[src/verilog/wdcsp_regs.svh]
// Register map, field positions, reset values and timing counts
`ifndef WDCSP_REGS_SVH
`define WDCSP_REGS_SVH

// Byte addresses on the register bus
`define WDCSP_A_REFRESH 8'h00
`define WDCSP_A_START 8'h04
`define WDCSP_A_PROT 8'h08
`define WDCSP_A_CM1 8'h0c
`define WDCSP_A_PM1 8'h10
`define WDCSP_A_STAT 8'h14
`define WDCSP_A_IRQ_STS 8'h18
`define WDCSP_A_IRQ_MSK 8'h1c
`define WDCSP_A_OPT 8'h20

// Field positions
`define WDCSP_PROT_BIT 7
`define WDCSP_CM_STOP_BIT 0
`define WDCSP_CM_OSC_BIT 4
`define WDCSP_PM_UFA_BIT 2
`define WDCSP_OPT_PROT_BIT 7
`define WDCSP_OPT_START_BIT 0
`define WDCSP_IRQ_UFL 0
`define WDCSP_IRQ_STOPREF 1
`define WDCSP_STAT_RUN 16
`define WDCSP_STAT_PROT 17
`define WDCSP_STAT_ARM 18

// Values
`define WDCSP_REFRESH_FIRST 8'h00
`define WDCSP_REFRESH_SECOND 8'hff
`define WDCSP_RELOAD 12'hfff
`define WDCSP_OPT_HOME 16'hffff
`define WDCSP_OSC_STOP_RST 1'b0
`define WDCSP_UFA_RST 1'b0
`define WDCSP_RESP_OKAY 2'b00
`define WDCSP_RESP_SLVERR 2'b10

// Timing: slow oscillator period against the system clock
`define WDCSP_OSC_PERIOD_NS 8000
`define WDCSP_CLK_PERIOD_NS 10
`define WDCSP_OSC_CYC (`WDCSP_OSC_PERIOD_NS / `WDCSP_CLK_PERIOD_NS)

`endif

[src/verilog/wdcsp_pkg.sv]
// Types shared by the watchdog design
package wdcsp_pkg;

   // Counter run state, one-hot
   typedef enum logic [1:0] {
      WDCSP_IDLE = 2'b01,
      WDCSP_RUN = 2'b10
   } wdcsp_run_t;

endpackage

[src/verilog/wdcsp_top.sv]
// Watchdog timer with count source protection, AXI4-Lite registers
//
// Operation
// RL1: Protected counting paced by slow oscillator, not by CPU clock state.
// RL2: Count down once per oscillator tick; period is 4096 ticks.
// RL3: Start option 1: stay stopped after reset until start register write.
// RL4: Start option 0: begin counting right after reset release.
// RL5: Refresh by writing 00h then FFh; reload also on reset, underflow.
// RL6: Protected underflow gives chip watchdog reset, never an interrupt.
// RL7: Once protected, keep counting in wait mode and refuse stop mode.
// RL8: Setting protection enable loads counter with 0FFFh.
// RL9: Setting protection enable clears oscillator stop bit.
// RL10: Setting protection enable sets underflow action to reset.
// RL11: While protected, stop mode entry bit writes are ignored.
// RL12: While protected, oscillator stop bit writes are ignored.
// RL13: Protect option 0 forces protection enable on out of reset.
// RL14: Protect option is option byte bit 7, read-only to software.
// RL15: Start option is option byte bit 0, read-only to software.
//
// The AXI4-Lite interface to the registers and the placing of the registers were decided locally.
`timescale 1ns/1ns
`include "wdcsp_regs.svh"

module wdcsp_top #(
   parameter int OSC_DIV = `WDCSP_OSC_CYC
) (
   input wire logic sys_clk,
   input wire logic nrst,
   input wire logic [7:0] s_axi_awaddr,
   input wire logic s_axi_awvalid,
   output logic s_axi_awready,
   input wire logic [31:0] s_axi_wdata,
   input wire logic [3:0] s_axi_wstrb,
   input wire logic s_axi_wvalid,
   output logic s_axi_wready,
   output logic [1:0] s_axi_bresp,
   output logic s_axi_bvalid,
   input wire logic s_axi_bready,
   input wire logic [7:0] s_axi_araddr,
   input wire logic s_axi_arvalid,
   output logic s_axi_arready,
   output logic [31:0] s_axi_rdata,
   output logic [1:0] s_axi_rresp,
   output logic s_axi_rvalid,
   input wire logic s_axi_rready,
   input wire logic [7:0] option_function_byte,
   input wire logic wait_mode,
   input wire logic wake,
   output logic wdt_rst_q,
   output logic stop_mode_q,
   output logic osc_run_q,
   output logic irq_q
);

   ////////////////////////////////////////////////////////////////////
   // Declarations

   logic aw_got_q;
   logic w_got_q;
   logic [7:0] waddr_q;
   logic [7:0] wbyte_q;
   logic [1:0] wbits_q;
   logic wlane_q;
   logic bvalid_q;
   logic [1:0] bresp_q;
   logic awready_q;
   logic wready_q;
   logic arready_q;
   logic rvalid_q;
   logic [31:0] rdata_q;
   logic [1:0] rresp_q;
   logic [31:0] rdata_d;

   logic wr_go;
   logic wr_lane;
   logic wr_refresh;
   logic wr_start;
   logic wr_prot;
   logic wr_cm1;
   logic wr_pm1;
   logic wr_sts;
   logic wr_msk;

   logic [7:0] opt_q;
   logic boot_q;
   logic prot_q;
   logic prot_set;
   logic prot_rise;
   logic arm_q;
   logic refresh_ok;
   logic osc_stop_q;
   logic ufa_q;
   logic stop_q;
   logic stop_refused;
   wdcsp_pkg::wdcsp_run_t run_q;
   logic [15:0] div_q;
   logic osc_tick;
   logic cnt_en;
   logic [11:0] cnt_q;
   logic ufl;
   logic [1:0] sts_q;
   logic [1:0] msk_q;
   logic [1:0] sts_set;

   ////////////////////////////////////////////////////////////////////
   // Address decode shared by the write and read paths

   function automatic logic mapped(input logic [7:0] a);
      unique case (a)
         `WDCSP_A_REFRESH,
         `WDCSP_A_START,
         `WDCSP_A_PROT,
         `WDCSP_A_CM1,
         `WDCSP_A_PM1,
         `WDCSP_A_STAT,
         `WDCSP_A_IRQ_STS,
         `WDCSP_A_IRQ_MSK,
         `WDCSP_A_OPT: mapped = 1'b1;
         default: mapped = 1'b0;
      endcase
   endfunction

   ////////////////////////////////////////////////////////////////////
   // AXI4-Lite write channel: address and data in either order

   // Write performed once both halves are held and no response pends
   assign wr_go = aw_got_q & w_got_q & ~bvalid_q;

   // Address holder; ready drops while one address is pending
   always_ff @(posedge sys_clk) begin
      if (!nrst) begin
         aw_got_q <= 1'b0;
         awready_q <= 1'b0;
         waddr_q <= 8'h00;
      end else if (s_axi_awvalid && awready_q) begin
         aw_got_q <= 1'b1;
         awready_q <= 1'b0;
         waddr_q <= s_axi_awaddr;
      end else if (wr_go) begin
         aw_got_q <= 1'b0;
      end else if (!aw_got_q && !bvalid_q) begin
         awready_q <= 1'b1;
      end
   end

   // Data holder; only byte lane 0 carries register bits
   always_ff @(posedge sys_clk) begin
      if (!nrst) begin
         w_got_q <= 1'b0;
         wready_q <= 1'b0;
         wbyte_q <= 8'h00;
         wbits_q <= 2'h0;
         wlane_q <= 1'b0;
      end else if (s_axi_wvalid && wready_q) begin
         w_got_q <= 1'b1;
         wready_q <= 1'b0;
         wbyte_q <= s_axi_wdata[7:0];
         wbits_q <= s_axi_wdata[1:0];
         wlane_q <= s_axi_wstrb[0];
      end else if (wr_go) begin
         w_got_q <= 1'b0;
      end else if (!w_got_q && !bvalid_q) begin
         wready_q <= 1'b1;
      end
   end

   // Response; unmapped addresses answer SLVERR and change nothing
   always_ff @(posedge sys_clk) begin
      if (!nrst) begin
         bvalid_q <= 1'b0;
         bresp_q <= `WDCSP_RESP_OKAY;
      end else if (wr_go) begin
         bvalid_q <= 1'b1;
         bresp_q <= mapped(waddr_q) ? `WDCSP_RESP_OKAY
                                    : `WDCSP_RESP_SLVERR;
      end else if (s_axi_bready) begin
         bvalid_q <= 1'b0;
      end
   end

   // Register write strobes, lane 0 must be enabled
   assign wr_lane = wr_go & wlane_q;
   assign wr_refresh = wr_lane & (waddr_q == `WDCSP_A_REFRESH);
   assign wr_start = wr_lane & (waddr_q == `WDCSP_A_START);
   assign wr_prot = wr_lane & (waddr_q == `WDCSP_A_PROT);
   assign wr_cm1 = wr_lane & (waddr_q == `WDCSP_A_CM1);
   assign wr_pm1 = wr_lane & (waddr_q == `WDCSP_A_PM1);
   assign wr_sts = wr_lane & (waddr_q == `WDCSP_A_IRQ_STS);
   assign wr_msk = wr_lane & (waddr_q == `WDCSP_A_IRQ_MSK);

   ////////////////////////////////////////////////////////////////////
   // AXI4-Lite read channel

   // Read data mux; option byte has no write path at all
   always_comb begin
      rdata_d = 32'h00000000;
      unique case (s_axi_araddr)
         `WDCSP_A_PROT: rdata_d[`WDCSP_PROT_BIT] = prot_q;
         `WDCSP_A_CM1: begin
            rdata_d[`WDCSP_CM_STOP_BIT] = stop_q;
            rdata_d[`WDCSP_CM_OSC_BIT] = osc_stop_q;
         end
         `WDCSP_A_PM1: rdata_d[`WDCSP_PM_UFA_BIT] = ufa_q;
         `WDCSP_A_STAT: begin
            rdata_d[11:0] = cnt_q;
            rdata_d[`WDCSP_STAT_RUN] = (run_q == wdcsp_pkg::WDCSP_RUN);
            rdata_d[`WDCSP_STAT_PROT] = prot_q;
            rdata_d[`WDCSP_STAT_ARM] = arm_q;
         end
         `WDCSP_A_IRQ_STS: rdata_d[1:0] = sts_q;
         `WDCSP_A_IRQ_MSK: rdata_d[1:0] = msk_q;
         `WDCSP_A_OPT: rdata_d[7:0] = opt_q; // RL14 RL15
         default: rdata_d = 32'h00000000;
      endcase
   end

   // One read at a time; data captured with the address
   always_ff @(posedge sys_clk) begin
      if (!nrst) begin
         arready_q <= 1'b0;
         rvalid_q <= 1'b0;
         rdata_q <= 32'h00000000;
         rresp_q <= `WDCSP_RESP_OKAY;
      end else if (s_axi_arvalid && arready_q) begin
         arready_q <= 1'b0;
         rvalid_q <= 1'b1;
         rdata_q <= rdata_d;
         rresp_q <= mapped(s_axi_araddr) ? `WDCSP_RESP_OKAY
                                         : `WDCSP_RESP_SLVERR;
      end else if (rvalid_q && s_axi_rready) begin
         rvalid_q <= 1'b0;
      end else if (!rvalid_q) begin
         arready_q <= 1'b1;
      end
   end

   ////////////////////////////////////////////////////////////////////
   // Option byte capture at reset

   // Caught while reset is held; flash straps are stable by then
   always_ff @(posedge sys_clk) begin
      if (!nrst) begin
         opt_q <= option_function_byte; // RL14 RL15
      end
   end

   // First cycle after release applies the options
   always_ff @(posedge sys_clk) begin
      if (!nrst) begin
         boot_q <= 1'b1;
      end else begin
         boot_q <= 1'b0;
      end
   end

   ////////////////////////////////////////////////////////////////////
   // Protection enable and the bits it forces

   // Set by software or by the option; only reset clears it
   assign prot_set = (wr_prot & wbyte_q[`WDCSP_PROT_BIT])
                   | (boot_q & ~opt_q[`WDCSP_OPT_PROT_BIT]); // RL13
   assign prot_rise = prot_set & ~prot_q;

   always_ff @(posedge sys_clk) begin
      if (!nrst) begin
         prot_q <= 1'b0;
      end else if (prot_set) begin
         prot_q <= 1'b1; // RL13
      end
   end

   // Oscillator stop bit, held clear while protected
   always_ff @(posedge sys_clk) begin
      if (!nrst) begin
         osc_stop_q <= `WDCSP_OSC_STOP_RST;
      end else if (prot_rise) begin
         osc_stop_q <= 1'b0; // RL9
      end else if (wr_cm1 && !prot_q) begin
         osc_stop_q <= wbyte_q[`WDCSP_CM_OSC_BIT]; // RL12
      end
   end

   // Underflow action: 1 gives reset, 0 only flags the event
   always_ff @(posedge sys_clk) begin
      if (!nrst) begin
         ufa_q <= `WDCSP_UFA_RST;
      end else if (prot_rise) begin
         ufa_q <= 1'b1; // RL10
      end else if (wr_pm1 && !prot_q) begin
         ufa_q <= wbyte_q[`WDCSP_PM_UFA_BIT];
      end
   end

   // Stop mode request; a wake event ends it
   assign stop_refused = wr_cm1 & prot_q & wbyte_q[`WDCSP_CM_STOP_BIT];

   always_ff @(posedge sys_clk) begin
      if (!nrst) begin
         stop_q <= 1'b0;
      end else if (wake) begin
         stop_q <= 1'b0;
      end else if (wr_cm1 && !prot_q) begin
         stop_q <= wbyte_q[`WDCSP_CM_STOP_BIT]; // RL11 RL7
      end
   end

   ////////////////////////////////////////////////////////////////////
   // Refresh sequence

   // Any other value to the refresh register disarms the sequence
   always_ff @(posedge sys_clk) begin
      if (!nrst) begin
         arm_q <= 1'b0;
      end else if (wr_refresh) begin
         arm_q <= (wbyte_q == `WDCSP_REFRESH_FIRST); // RL5
      end
   end

   assign refresh_ok = wr_refresh & arm_q
                     & (wbyte_q == `WDCSP_REFRESH_SECOND); // RL5

   ////////////////////////////////////////////////////////////////////
   // Run control

   always_ff @(posedge sys_clk) begin
      if (!nrst) begin
         run_q <= wdcsp_pkg::WDCSP_IDLE;
      end else begin
         unique case (run_q)
            wdcsp_pkg::WDCSP_IDLE: begin
               if (boot_q && !opt_q[`WDCSP_OPT_START_BIT]) begin
                  run_q <= wdcsp_pkg::WDCSP_RUN; // RL4
               end else if (wr_start) begin
                  run_q <= wdcsp_pkg::WDCSP_RUN; // RL3
               end
            end
            wdcsp_pkg::WDCSP_RUN: run_q <= wdcsp_pkg::WDCSP_RUN;
         endcase
      end
   end

   ////////////////////////////////////////////////////////////////////
   // Slow oscillator and prescaler

   // Divider stands for the slow oscillator; cleared while stopped or idle
   assign osc_tick = ~osc_stop_q & (div_q == 16'(OSC_DIV - 1));

   always_ff @(posedge sys_clk) begin
      if (!nrst) begin
         div_q <= 16'h0000;
      end else if (run_q != wdcsp_pkg::WDCSP_RUN || osc_stop_q) begin
         div_q <= 16'h0000; // RL3
      end else if (osc_tick) begin
         div_q <= 16'h0000;
      end else begin
         div_q <= div_q + 16'h0001;
      end
   end

   ////////////////////////////////////////////////////////////////////
   // Watchdog counter

   // Protected counting ignores wait and stop; unprotected holds there
   assign cnt_en = (run_q == wdcsp_pkg::WDCSP_RUN) & osc_tick
                 & (prot_q | ~(wait_mode | stop_q)); // RL1 RL7
   assign ufl = cnt_en & (cnt_q == 12'h000);

   // Reload wins over a tick in the same cycle
   always_ff @(posedge sys_clk) begin
      if (!nrst) begin
         cnt_q <= `WDCSP_RELOAD; // RL5
      end else if (prot_rise) begin
         cnt_q <= `WDCSP_RELOAD; // RL8
      end else if (refresh_ok) begin
         cnt_q <= `WDCSP_RELOAD; // RL5
      end else if (ufl) begin
         cnt_q <= `WDCSP_RELOAD; // RL5
      end else if (cnt_en) begin
         cnt_q <= cnt_q - 12'h001; // RL2
      end
   end

   // Chip reset pulse on underflow when the action selects it
   always_ff @(posedge sys_clk) begin
      if (!nrst) begin
         wdt_rst_q <= 1'b0;
      end else begin
         wdt_rst_q <= ufl & ufa_q; // RL6
      end
   end

   ////////////////////////////////////////////////////////////////////
   // Event status and interrupt

   // Protected underflow resets the chip, so it never flags here
   assign sts_set[`WDCSP_IRQ_UFL] = ufl & ~prot_q; // RL6
   assign sts_set[`WDCSP_IRQ_STOPREF] = stop_refused; // RL7

   // Write one to clear; a new event in the same cycle wins
   always_ff @(posedge sys_clk) begin
      if (!nrst) begin
         sts_q <= 2'h0;
      end else if (wr_sts) begin
         sts_q <= (sts_q & ~wbits_q) | sts_set;
      end else begin
         sts_q <= sts_q | sts_set;
      end
   end

   always_ff @(posedge sys_clk) begin
      if (!nrst) begin
         msk_q <= 2'h0;
      end else if (wr_msk) begin
         msk_q <= wbits_q;
      end
   end

   // Registered, so it lags the status bit by one cycle
   always_ff @(posedge sys_clk) begin
      if (!nrst) begin
         irq_q <= 1'b0;
      end else begin
         irq_q <= |(sts_q & msk_q);
      end
   end

   ////////////////////////////////////////////////////////////////////
   // Level outputs

   always_ff @(posedge sys_clk) begin
      if (!nrst) begin
         stop_mode_q <= 1'b0;
         osc_run_q <= 1'b0;
      end else begin
         stop_mode_q <= stop_q;
         osc_run_q <= ~osc_stop_q; // RL9 RL12
      end
   end

   assign s_axi_awready = awready_q;
   assign s_axi_wready = wready_q;
   assign s_axi_bvalid = bvalid_q;
   assign s_axi_bresp = bresp_q;
   assign s_axi_arready = arready_q;
   assign s_axi_rvalid = rvalid_q;
   assign s_axi_rdata = rdata_q;
   assign s_axi_rresp = rresp_q;

endmodule // wdcsp_top

[config.mk]
export PLATFORM = sky130hd
export DESIGN_NAME = wdcsp_top
export DESIGN_NICKNAME = d
export VERILOG_FILES = /design/src/verilog/wdcsp_pkg.sv /design/src/verilog/wdcsp_top.sv
export VERILOG_INCLUDE_DIRS = /design/src /design/src/verilog
export SDC_FILE = /design/constraint.sdc
export NUM_CORES = 1
export LEC_CHECK = 0
export BUFFER_PORTS_ARGS = -buffer_cell sky130_fd_sc_hd__buf_2
export CAP_MARGIN = 20
export CELL_PAD_IN_SITES_DETAIL_PLACEMENT = 1
export CELL_PAD_IN_SITES_GLOBAL_PLACEMENT = 1
export CORE_MARGIN = 4
export CORE_UTILIZATION = 40
export CTS_CLUSTER_SIZE = 28
export DETAILED_ROUTE_END_ITERATION = 6
export PLACE_DENSITY_LB_ADDON = 0.1
export SLEW_MARGIN = 25
export SYNTH_ARGS = -nofsm -noshare
export SYNTH_HDL_FRONTEND = slang
export SYNTH_SLANG_ARGS = --single-unit
[constraint.sdc]
create_clock -name sys_clk -period 3.2 [get_ports sys_clk]
set_input_delay 0.64 -clock sys_clk [delete_from_list [all_inputs] [get_ports sys_clk]]
set_output_delay 0.64 -clock sys_clk [all_outputs]
set_load 0.05 [all_outputs]
==> reports/qor.csv <==
metric,value,unit
max-cap violations,0,
synthesis-to-finish area growth,13.1,%
WP data arrival,2.51,ns
final setup fails,0,
CTS H-tree depth,3,
type of the worst setup path,reg2reg,
clock network power share,33.8,%
unrepaired setup endpoints after global routing,false,
Ys Warns,0,
Peak VDD IR,0.000273,V
setup TNS,0,ns
Power Internal,1.64,mW
antenna violations before repair,0,
Netlist cell types,48,
CTS tree,yes,
# IOs,114,
"leading cell type in the layout, fill and taps excluded",dfxtp_1,
combinational power share,11.3,%
Syn Std Cell Area,4110,um2
full die area,12000,um2
Finished Cell Area,4650,um2
hold-fix buffers at CTS,0,
ANT cells,0,
Routed wire per std cell,15.0,um
initial cell density of the core,41.5,%
die width,109,um
Final ANT Viol Nets,0,
Worst-path clk slew,0.09,ns
gr usage total,17.6,%
post-placement cell area,4460,um2
vias,3395,
DR pass1 iterations,4,
worst hold path class,in2reg,
Clock Skews,0.0103,ns
root buf cell,clkbuf_8,
minimum clock period,2.22,ns
DR vias/cell,5.11,
Rows,36,
Final Cycle Share,69.4,%
Num CTS Buffers,9,
endpoints failing hold,0,
top_reg_cell synth,dfxtp_1,
vias in the first global route,3453,
GRT overflow,0,
Clock Sinks,93,
clock buffer depth,2,
CP Capture Type,flip-flop,
I/O Buffers,67,
Leak Pwr,1.80,nW
FMAX,0.450,GHz
Post-Syn Instances,469,
critical path startpoint category,flip-flop,
fin nets,599,
final wirelength,9.95,mm
most frequent cells in the layout,"85 x dfxtp_1, 67 x buf_2, 55 x nand2_1",
post-CTS setup buffers,0,
Starting DRT DRC Count,91,
core area,9910,um2
Least-Margin Pin Slew,0.750,ns
DP HPWL,7.33,mm
Worst Path Required,3.49,ns
Slew HR,49.9,%
Mapped Avg Cell Area,8.77,um2
clock insertion delay at the later pin of the skew report,0.35,ns
CP max FO,16,
PostCTS Resize Cnt,0,
post-synthesis async set-or-reset flop share,0,%
switching share of power,27.8,%
register area share after synthesis,47.2,%
Post-route DRC,0,
part of the power in registers,54.9,%
Yosys reg bits,93,
status,"finished, final reports clean",
GP Congestion,0.743,
Die H,109,um
pin count of the biggest net entering global routing,51,
layout cells sized above 1,19.9,%
switching pwr,0.632,mW
max-slew violations,0,
number of enable flip-flop cells after synthesis,8,
R2R Setup Slk,0.98,ns
pwr dens,490,nW/um2
first-pass GRT wire length,16.8,mm
state kept, by name, summed over array words and instances (netlist names), 2 cells and up:
| name | count |
|---|---|
| sts_q | 2 |
| cnt_q | 12 |
| msk_q | 2 |
| opt_q | 8 |
| div_q | 16 |
| wbyte_q | 8 |
| s_axi_rdata | 15 |
| run_q | 2 |
| waddr_q | 8 |
synth_stat cells (2+ instances only):
| library cell | instances | area, um2 |
|---|---|---|
| edfxtp_1 | 8 | 240 |
| nand2b_1 | 8 | 50.1 |
| xor2_1 | 19 | 166 |
| a221oi_1 | 4 | 35.0 |
| nor2_1 | 42 | 158 |
| o21ai_0 | 16 | 80.1 |
| nor4_1 | 8 | 50.1 |
| dfxtp_1 | 85 | 1700 |
| and2_1 | 5 | 31.3 |
| and3_1 | 4 | 25.0 |
| nor2b_1 | 4 | 25.0 |
| a31oi_1 | 3 | 18.8 |
| buf_4 | 19 | 143 |
| a211oi_1 | 3 | 22.5 |
| buf_6 | 2 | 22.5 |
| and4_1 | 4 | 35.0 |
| nand4_1 | 15 | 93.8 |
| a21oi_1 | 41 | 205 |
| nand3b_1 | 2 | 15.0 |
| inv_1 | 13 | 48.8 |
| and4b_1 | 2 | 20.0 |
| or4_1 | 2 | 15.0 |
| mux2i_1 | 4 | 40.0 |
| nor3_1 | 15 | 75.1 |
| clkbuf_1 | 16 | 60.1 |
| nand2_1 | 55 | 206 |
| ha_1 | 3 | 37.5 |
| xnor2_1 | 3 | 26.3 |
| or3_1 | 3 | 18.8 |
| nor4b_4 | 2 | 47.6 |
| nand2_2 | 9 | 56.3 |
| nand3_1 | 25 | 125 |
| and3b_1 | 2 | 17.5 |
| nor4bb_1 | 2 | 20.0 |
| mux2_2 | 3 | 33.8 |
| nand3_2 | 3 | 30.0 |
| buf_2 | 4 | 20.0 |
per-stage QoR:
| stage | hold WS (ns) | utilization [%] | setup WS [ns] | total power [mW] | cells |
|---|---|---|---|---|---|
| after floorplan | 0.421 | - | 1.22 | 1.48 | 487 |
| after global placement | 0.438 | 45.0 | 0.860 | 1.53 | 649 |
| after detailed placement | 0.449 | 45.0 | 0.881 | 1.54 | 649 |
| after CTS | 0.434 | 46.9 | 0.953 | 2.31 | 665 |
| after global routing | 0.427 | 46.9 | 0.794 | 2.39 | 665 |
| final | 0.445 | 46.9 | 0.978 | 2.28 | 665 |
power by group through the flow:
stage	logic (mW)	clock network (mW)	registers [mW]
2_1_floorplan	0.169	0	1.31
3_3_place_gp	0.256	0	1.28
5_1_grt	0.282	0.851	1.26
6_report	0.258	0.768	1.25
3_5_place_dp	0.260	0	1.28
4_1_cts	0.260	0.803	1.25
routing by layer:
layer,track usage (%),part of all wire (%),vias up
met5,0,0,-
met2,31.1,51,56
li1,-,-,1700
met1,21.8,44,1627
met3,3.76,3.5,12
met4,4.63,1.3,0
critical path: stages (launching register included):
cell	delay (ns)
dfxtp_1	0.34
ha_1	0.24
and4_1	0.27
and4_1	0.35
or4_1	0.75
nor2_1	0.19
final cells by class:
type / instances / area, um2
Clock inverter: 6 / 62.6
Tap cell: 133 / 166
Multi-Input combinational cell: 339 / 1940
Timing Repair Buffer: 70 / 358
Clock buffer: 10 / 128
Sequential cell: 93 / 1940
Fill cell: 1257 / 5260
Inverter: 14 / 52.6
final timing paths:
check	cells after the start	endpoint	from
max reg2reg	5	div_q[5]$_SDFF_PP0_	div_q[0]$_SDFF_PP0_
min reg2reg	2	s_axi_rdata[11]$_SDFFE_PN0P_	s_axi_rdata[11]$_SDFFE_PN0P_
max	5	div_q[5]$_SDFF_PP0_	div_q[0]$_SDFF_PP0_
min	2	stop_q$_SDFFE_PP0P_	wake
kinds of logic after synthesis:
family,count (synthesis),synth area share (%)
muxes,7,1.80
and+or+nand+nor,215,27.8
other,1,0.0912
xor gates and xnor gates,22,4.69
AOI/OAI and AO/OA,73,10.2
buffers and inverters,55,7.24
DFF,93,47.2
adders and majority gates,3,0.913
Power figures use the tool's default switching activity.
